--- src/rtl/bcw_consts.vh ---
// Constants for the self-test clock, bus level and watchdog register bank.
// Assumes byte-wide registers at byte offsets on a plain strobe port.
`ifndef BCW_CONSTS_VH
`define BCW_CONSTS_VH
`define BCW_ADDR_W 8
`define BCW_OFF_SELF_TEST 8'h14
`define BCW_OFF_LEVEL_SEL 8'h15
`define BCW_OFF_WATCHDOG 8'h16
`define BCW_OFF_IRQ_STATUS 8'h17
`define BCW_OFF_IRQ_MASK 8'h18
`define BCW_OFF_STATUS 8'h19
`define BCW_OFF_RESET 8'h1A
`define BCW_RST_SELF_TEST 8'h00
`define BCW_RST_LEVEL_SEL 8'h01
`define BCW_RST_WATCHDOG 8'hFE
`define BCW_CODE_LEVEL_SET 8'hB5
`define BCW_CODE_LEVEL_CLR 8'hB6
`define BCW_BIT_SELF_TEST_EN 0
`define BCW_BIT_WD_DISABLE 0
`define BCW_SRC_EXT_PIXEL 3'h0
`define BCW_SRC_OSC_25 3'h1
`define BCW_SRC_OSC_33 3'h2
`define BCW_SRC_OSC_50 3'h3
`define BCW_SRC_OSC_100 3'h4
`define BCW_SRC_NONE 3'h7
`define BCW_CLK_MHZ 100
`define BCW_WD_STEP_MS 2
`define BCW_WD_STEP_CYC (`BCW_WD_STEP_MS * 1000 * `BCW_CLK_MHZ)
`define BCW_IRQ_TIMEOUT 0
`define BCW_IRQ_DONE 1
`define BCW_IRQ_W 2
`endif

--- src/rtl/bcw_reg_bank.v ---
// Register bank for self-test clock select, control bus level select and the
// control channel watchdog. Assumes one 100 MHz clock, a strobe register port
// with read data one cycle after the read strobe, and transaction start and
// done pulses from logic on the same clock.
// Function
// - Without a video clock and with the oscillator frame enabled, codes 00/01 pick 50 MHz, 10 picks 100 MHz, 11 picks 25 MHz.
// - In self-test mode the source field picks the pixel clock for 00, 33 MHz for 01 and 100 MHz for 1x.
// - Bit 0 of the self-test register enables self-test when set and resets cleared.
// - At power-up the strap is sampled: low gives 3.3V signaling, high gives 1.8V.
// - Either digital reset command forces the level selection back to 3.3V.
// - Reading the level register gives 0 for 1.8V and 1 for 3.3V.
// - Of the writes to the level register, only the whole-byte codes B5 (set) and B6 (clear) change the level selection.
// - A transaction not finished within the programmed interval is aborted.
// - Watchdog bits 7:1 count in 2 ms steps and the register resets to FE.
// - Watchdog bit 0 cleared enables the watchdog, set disables it.
//
// Strobed register access was left to the implementer.
`timescale 1ns/1ns
`include "bcw_consts.vh"

module bcw_reg_bank #(
   parameter STEP_CYC = `BCW_WD_STEP_CYC
) (
   input wire i_ref_clk,
   input wire i_nrst,
   input wire [7:0] i_addr,
   input wire [7:0] i_wdata,
   input wire i_wr,
   input wire i_rd,
   input wire i_strap_level,
   input wire i_video_clk_present,
   input wire i_osc_frame_en,
   input wire i_txn_start,
   input wire i_txn_done,
   output reg [7:0] o_rdata,
   output reg [2:0] o_clk_src,
   output reg o_self_test_en,
   output reg o_bus_level_select,
   output reg o_txn_abort,
   output reg o_txn_busy,
   output reg o_irq
);

////////////////////////////////////////////////////////////////////////////////
// Source decode, used for the live output and the status readback.

   function [2:0] bcw_src;
      input [1:0] code;
      input self_test;
      input video;
      input osc_en;
      begin
         if (self_test) begin
            if (code[1]) begin
               bcw_src = `BCW_SRC_OSC_100;
            end else if (code[0]) begin
               bcw_src = `BCW_SRC_OSC_33;
            end else begin
               bcw_src = `BCW_SRC_EXT_PIXEL;
            end
         end else if (!video && osc_en) begin
            case (code)
               2'h2: bcw_src = `BCW_SRC_OSC_100;
               2'h3: bcw_src = `BCW_SRC_OSC_25;
               default: bcw_src = `BCW_SRC_OSC_50;
            endcase
         end else begin
            bcw_src = `BCW_SRC_NONE;
         end
      end
   endfunction

////////////////////////////////////////////////////////////////////////////////
// Pin synchronisers. First stages feed only the second stages.

   reg strap_s1;
   reg strap_s2;
   reg video_s1;
   reg video_s2;

   // Strap and video detect come from outside the clock domain.
   always @(posedge i_ref_clk or negedge i_nrst) begin
      if (!i_nrst) begin
         strap_s1 <= 1'b0;
         strap_s2 <= 1'b0;
         video_s1 <= 1'b0;
         video_s2 <= 1'b0;
      end else begin
         strap_s1 <= i_strap_level;
         strap_s2 <= strap_s1;
         video_s1 <= i_video_clk_present;
         video_s2 <= video_s1;
      end
   end

////////////////////////////////////////////////////////////////////////////////
// Registers.

   reg [1:0] src_code;
   reg [6:0] wd_value;
   reg wd_disable;
   reg [1:0] irq_status;
   reg [1:0] irq_mask;
   reg strap_taken;
   reg [2:0] strap_wait;
   wire wr_st = i_wr && (i_addr == `BCW_OFF_SELF_TEST);
   wire wr_lv = i_wr && (i_addr == `BCW_OFF_LEVEL_SEL);
   wire wr_wd = i_wr && (i_addr == `BCW_OFF_WATCHDOG);
   wire wr_is = i_wr && (i_addr == `BCW_OFF_IRQ_STATUS);
   wire wr_im = i_wr && (i_addr == `BCW_OFF_IRQ_MASK);
   wire wr_rs = i_wr && (i_addr == `BCW_OFF_RESET) && (i_wdata[1:0] != 2'h0);
   wire [1:0] irq_evt;

   // The strap is taken a few cycles after reset release so the
   // synchroniser has settled; a level reset or a code write afterwards wins.
   always @(posedge i_ref_clk or negedge i_nrst) begin
      if (!i_nrst) begin
         src_code <= 2'h0;
         o_self_test_en <= 1'b0;
         o_bus_level_select <= 1'b1;
         wd_value <= 7'h7F;
         wd_disable <= 1'b0;
         irq_mask <= 2'h0;
         strap_taken <= 1'b0;
         strap_wait <= 3'h0;
      end else begin
         if (!strap_taken) begin
            strap_wait <= strap_wait + 3'h1;
            if (strap_wait == 3'h3) begin
               strap_taken <= 1'b1;
               o_bus_level_select <= ~strap_s2;
            end
         end
         if (wr_st) begin
            src_code <= i_wdata[2:1];
            o_self_test_en <= i_wdata[`BCW_BIT_SELF_TEST_EN];
         end
         if (wr_lv && i_wdata == `BCW_CODE_LEVEL_SET) begin
            o_bus_level_select <= 1'b1;
         end else if (wr_lv && i_wdata == `BCW_CODE_LEVEL_CLR) begin
            o_bus_level_select <= 1'b0;
         end
         if (wr_rs) begin
            o_bus_level_select <= 1'b1;
            strap_taken <= 1'b1;
         end
         if (wr_wd) begin
            wd_value <= i_wdata[7:1];
            wd_disable <= i_wdata[`BCW_BIT_WD_DISABLE];
         end
         if (wr_im) begin
            irq_mask <= i_wdata[1:0];
         end
      end
   end

////////////////////////////////////////////////////////////////////////////////
// Watchdog. A step prescaler makes a 2 ms enable; the step counter compares
// against the programmed value. A zero value times out on the first step.

   reg [31:0] pre_cnt;
   reg [6:0] step_cnt;
   wire step_tick = (pre_cnt == STEP_CYC - 1);
   wire expired = step_tick && (step_cnt + 7'h1 >= wd_value);

   always @(posedge i_ref_clk or negedge i_nrst) begin
      if (!i_nrst) begin
         pre_cnt <= 32'h0;
         step_cnt <= 7'h0;
         o_txn_busy <= 1'b0;
         o_txn_abort <= 1'b0;
      end else begin
         o_txn_abort <= 1'b0;
         if (i_txn_start) begin
            o_txn_busy <= 1'b1;
            pre_cnt <= 32'h0;
            step_cnt <= 7'h0;
         end else if (o_txn_busy && i_txn_done) begin
            o_txn_busy <= 1'b0;
         end else if (o_txn_busy && !wd_disable) begin
            if (expired) begin
               o_txn_busy <= 1'b0;
               o_txn_abort <= 1'b1;
            end else if (step_tick) begin
               pre_cnt <= 32'h0;
               step_cnt <= step_cnt + 7'h1;
            end else begin
               pre_cnt <= pre_cnt + 32'h1;
            end
         end
      end
   end

   assign irq_evt[`BCW_IRQ_TIMEOUT] = o_txn_abort;
   assign irq_evt[`BCW_IRQ_DONE] = o_txn_busy && i_txn_done && !i_txn_start;

////////////////////////////////////////////////////////////////////////////////
// Sticky interrupt status, write one to clear; a new event beats the clear.

   always @(posedge i_ref_clk or negedge i_nrst) begin
      if (!i_nrst) begin
         irq_status <= 2'h0;
         o_irq <= 1'b0;
      end else begin
         irq_status <= (irq_status & ~(wr_is ? i_wdata[1:0] : 2'h0)) | irq_evt;
         o_irq <= |(((irq_status & ~(wr_is ? i_wdata[1:0] : 2'h0)) | irq_evt) & irq_mask);
      end
   end

////////////////////////////////////////////////////////////////////////////////
// Clock source output and read port. Unmapped addresses read zero.

   always @(posedge i_ref_clk or negedge i_nrst) begin
      if (!i_nrst) begin
         o_clk_src <= `BCW_SRC_NONE;
         o_rdata <= 8'h00;
      end else begin
         o_clk_src <= bcw_src(src_code, o_self_test_en, video_s2, i_osc_frame_en);
         o_rdata <= 8'h00;
         if (i_rd) begin
            case (i_addr)
               `BCW_OFF_SELF_TEST: o_rdata <= {5'h00, src_code, o_self_test_en};
               `BCW_OFF_LEVEL_SEL: o_rdata <= {7'h00, o_bus_level_select};
               `BCW_OFF_WATCHDOG: o_rdata <= {wd_value, wd_disable};
               `BCW_OFF_IRQ_STATUS: o_rdata <= {6'h00, irq_status};
               `BCW_OFF_IRQ_MASK: o_rdata <= {6'h00, irq_mask};
               `BCW_OFF_STATUS: o_rdata <= {3'h0, o_clk_src, video_s2, o_txn_busy};
               default: o_rdata <= 8'h00;
            endcase
         end
      end
   end

endmodule

--- config.mk ---
export PLATFORM = sky130hd
export DESIGN_NAME = bcw_reg_bank
export DESIGN_NICKNAME = d
export VERILOG_FILES = /design/src/rtl/bcw_reg_bank.v
export VERILOG_INCLUDE_DIRS = /design/src /design/src/rtl
export SDC_FILE = /design/constraint.sdc
export NUM_CORES = 1
export LEC_CHECK = 0
export ABC_AREA = 1
export BUFFER_PORTS_ARGS = -buffer_cell sky130_fd_sc_hd__buf_2
export CAP_MARGIN = 25
export CELL_PAD_IN_SITES_DETAIL_PLACEMENT = 0
export CELL_PAD_IN_SITES_GLOBAL_PLACEMENT = 1
export CORE_MARGIN = 2
export CORE_UTILIZATION = 35
export CTS_CLUSTER_SIZE = 16
export DETAILED_ROUTE_END_ITERATION = 10
export PLACE_DENSITY_LB_ADDON = 0.15
export SLEW_MARGIN = 40
export SYNTH_ARGS = -nofsm -noshare
export SYNTH_HDL_FRONTEND = slang
export SYNTH_SLANG_ARGS = --single-unit
--- constraint.sdc ---
create_clock -name i_ref_clk -period 2.8 [get_ports i_ref_clk]
set_clock_uncertainty 0.2 [all_clocks]
set_input_delay 0.28 -clock i_ref_clk [delete_from_list [all_inputs] [get_ports i_ref_clk]]
set_output_delay 0.28 -clock i_ref_clk [all_outputs]
set_load 0.05 [all_outputs]
==> summary.txt <==
Final layout
  • Post-route cell area: 5710 um2
  • Area grow syn2layout: 17.8%
  • Share of layout cells above drive strength 1: 0.189
  • Commonest non-fill, non-tap cell in the layout: nand2_1
  • Most frequent cells in the layout: 200 x nand2_1, 107 x nor2_1, 75 x inv_1, 66 x dfrtp_1, 49 x nand3_1
  • Antenna diode count: 0
  • Final Net Count: 773
  • Post-Route Utilization: 0.416

Global routing
  • GRT Overall Usage: 0.180
  • Vias in the first global route: 4,131
  • Initial antenna violation count: 0
  • GR Util met1: 0.251
  • Met3 GRT Util: 0.0272
  • Most Crowded Layer GR: met2
  • Largest net degree at the start of global routing: 44
  • Met2 usage: 0.282
  • First-pass GRT wire length: 20,600 um
  • Total congestion overflow: 0

Timing
  • Final setup fails: 0
  • Fin worst setup slack: 0.204 ns
  • Max_slew headroom: 0.675
  • Endpoints failing hold: 0
  • Fmax: around 390 MHz
  • Final TNS setup: 0 ns
  • Worst slew pin tran: between 0.4 and 0.5 ns
  • Final min period: 2.60 ns
  • RSZ-0062 raised after global routing: no
  • Max-slew violations: 0
  • Final cycle utilization of the critical path: 0.927

Pwr
  • Static leakage: 2.68 nW
  • Sw Ratio: 0.259
  • Worst vdd ir: 0.256 mV
  • Comb power frac: 0.109
  • Cell Int Power: 0.00209 W
  • Sequential share of power: 0.427
  • PwrDens: roughly 490 nW/um2
  • Switching power: 0.000731 W
  • Clock share of power: 0.464

Placement
  • I/O Buffers: 40
  • DP Worst Slack: 0.0929 ns
  • GPL Wtd Cong: 0.867
  • DPL Wire Length: around 9500 um
  • Placed cell areas: 5240 um2

Drt
  • ANT nets after route: 0
  • Vias per cell: 4.68
  • Via Count: 4,314
  • DRT iter0 DRCs: 236
  • Total length of routed wires: 12,400 um
  • Routed WL per cell: 13.5 um
  • Initial DRT Pass Iterations: 4
  • Post-route DRC: 0

Synth
  • Cells after Synth: 681
  • Syn Std Cell Area: 4850 um2
  • Yosys reg bits: 77
  • Register area share after synthesis: 0.400
  • Syn nets: 717
  • Mapped Avg Cell Area: 7.12 um2
  • Yosys warning total: 0
  • Unique masters post-synth: 32

Floorplan
  • Die X: 122 um
  • Full die area: 14,800 um2
  • Row count: 43
  • Die height: 122 um
  • Ports: 41
  • Core area: 13,700 um2
  • Initial cell density of the core: 0.353

Clock tree
  • Clock root cell: clkbuf_16
  • CTS tree: yes
  • H-tree levels: 3
  • CTS sink cnt: 77
  • Max clock buf depth: 2
  • Later-pin clock latency in the skew report: 0.34 ns
  • CTS buffer count: 9
  • Clock transition at path regs: 0.06 ns

Run status
  • Status: finished clean

Min path
  • Hold crit path type: primary input to register

Critical path
  • Req. time, crit path: around 2.8 ns
  • Worst Path Arrival: 2.62 ns
  • CP startpoint kind: register
  • Critical path peak fanout: 29
  • Crit Path Class: register to register
  • Crit. End Element: register

Flow run
  • Max_cap viols: 0
critical path: stages, from the launching register on:
cell	delay (ns)
dfrtp_1	0.40
ha_1	0.20
nand2_1	0.12
nor2_4	0.05
xnor2_1	0.20
inv_1	0.07
ha_1	0.31
nand2_1	0.07
nand2_1	0.04
a21oi_1	0.16
nand3_2	0.13
nand3_4	0.11
nand2_4	0.09
buf_12	0.18
nand2_1	0.07
o21ai_0	0.07
state kept, by name, indices dropped and copies added (netlist names), 2 cells and up:
name	cells
irq_mask	2
irq_status	2
o_clk_src	3
o_rdata	8
pre_cnt	32
src_code	2
step_cnt	7
strap_wait	3
wd_value	7
power by group through the flow:
stage	logic (W)	registers, W	clock network (W)
floorplan	0.000181	0.00124	0
global placement	0.000296	0.00122	0
detailed placement	0.000304	0.00122	0
CTS	0.000315	0.00120	0.00135
global route	0.000355	0.00121	0.00141
finish	0.000309	0.00120	0.00131
layout make-up:
| type | count | area [um2] |
|---|---|---|
| repair buffers | 56 | 395 |
| multi-input cells | 514 | 2520 |
| clock inverters | 6 | 93.8 |
| flip-flops and latches | 77 | 1940 |
| clock buffers | 10 | 239 |
| well taps | 180 | 225 |
| fillers | 1420 | 8010 |
| inverters | 79 | 297 |
through the flow:
stage,hold WS [ns],cells,total power [W]
finish,0.0283,922,0.00282
global route,0.0572,922,0.00297
CTS,0.0159,920,0.00287
detailed placement,0.0788,895,0.00153
global placement,0.0725,895,0.00152
floorplan,-0.216,681,0.00143
cells by family after synthesis:
kind of cell,share of synthesized area
buffers and inverters,0.0839
AND/OR/NAND/NOR,0.387
flip-flops,0.400
XOR/XNOR,0.0145
adder cells (fa/ha/maj),0.0284
AO/OA/AOI/OAI,0.0859
metal layers:
metal	part of all wire	vias to the layer above	routed length, um
met1	0.49	1970	6120
met2	0.45	51	5620
met3	0.038	12	467
met5	0	-	0
li1	-	2281	-
met4	0.015	0	191
synth_stat cells:
cell,n,area share
ha_1,11,0.028
nor2_2,2,0.0026
inv_1,75,0.058
nand2_4,1,0.0023
dfstp_2,11,0.060
xnor2_1,2,0.0036
nor2_1,108,0.084
o21bai_1,4,0.0062
nand2_2,29,0.037
or3_1,1,0.0013
inv_2,2,0.0015
buf_2,3,0.0031
or2_2,6,0.0077
o21a_1,1,0.0015
clkbuf_1,3,0.0023
o211ai_1,3,0.0046
a31oi_1,1,0.0013
nor2_4,1,0.0023
buf_12,4,0.017
xor2_1,6,0.011
nor3_1,8,0.0083
o21ai_0,25,0.026
o21ai_2,20,0.036
nand3_4,1,0.0036
a21oi_1,10,0.010
nand4_1,22,0.028
clkinv_1,2,0.0015
nand3_1,51,0.053
buf_1,1,0.00077
dfrtp_1,66,0.34
nand2_1,200,0.15
nand3_2,1,0.0021
timing repair:
action / 4_1_cts / 5_1_grt
buffers inserted: 0 / 2
endpoints found under the hold margin: 38 / 0
gates resized for setup: 0 / 4
endpoints found under the setup margin: 0 / 39
hold buffers: 9 / 0
path summary, 6_finish.rpt:
path                             start          end  slack (ns)  depth (start not counted)
max                        step_cnt[1]   pre_cnt[2]        0.20                         15
min                         i_wdata[2]  wd_value[1]        0.03                          3
max reg2reg                step_cnt[1]   pre_cnt[2]        0.20                         15
min reg2reg                   video_s1     video_s2        0.15                          0
max in group asynchronous       i_nrst  wd_value[0]        1.51                          3
min in group asynchronous       i_nrst  src_code[0]        0.24                          2
Note: power is estimated with default switching activity, not from simulation.
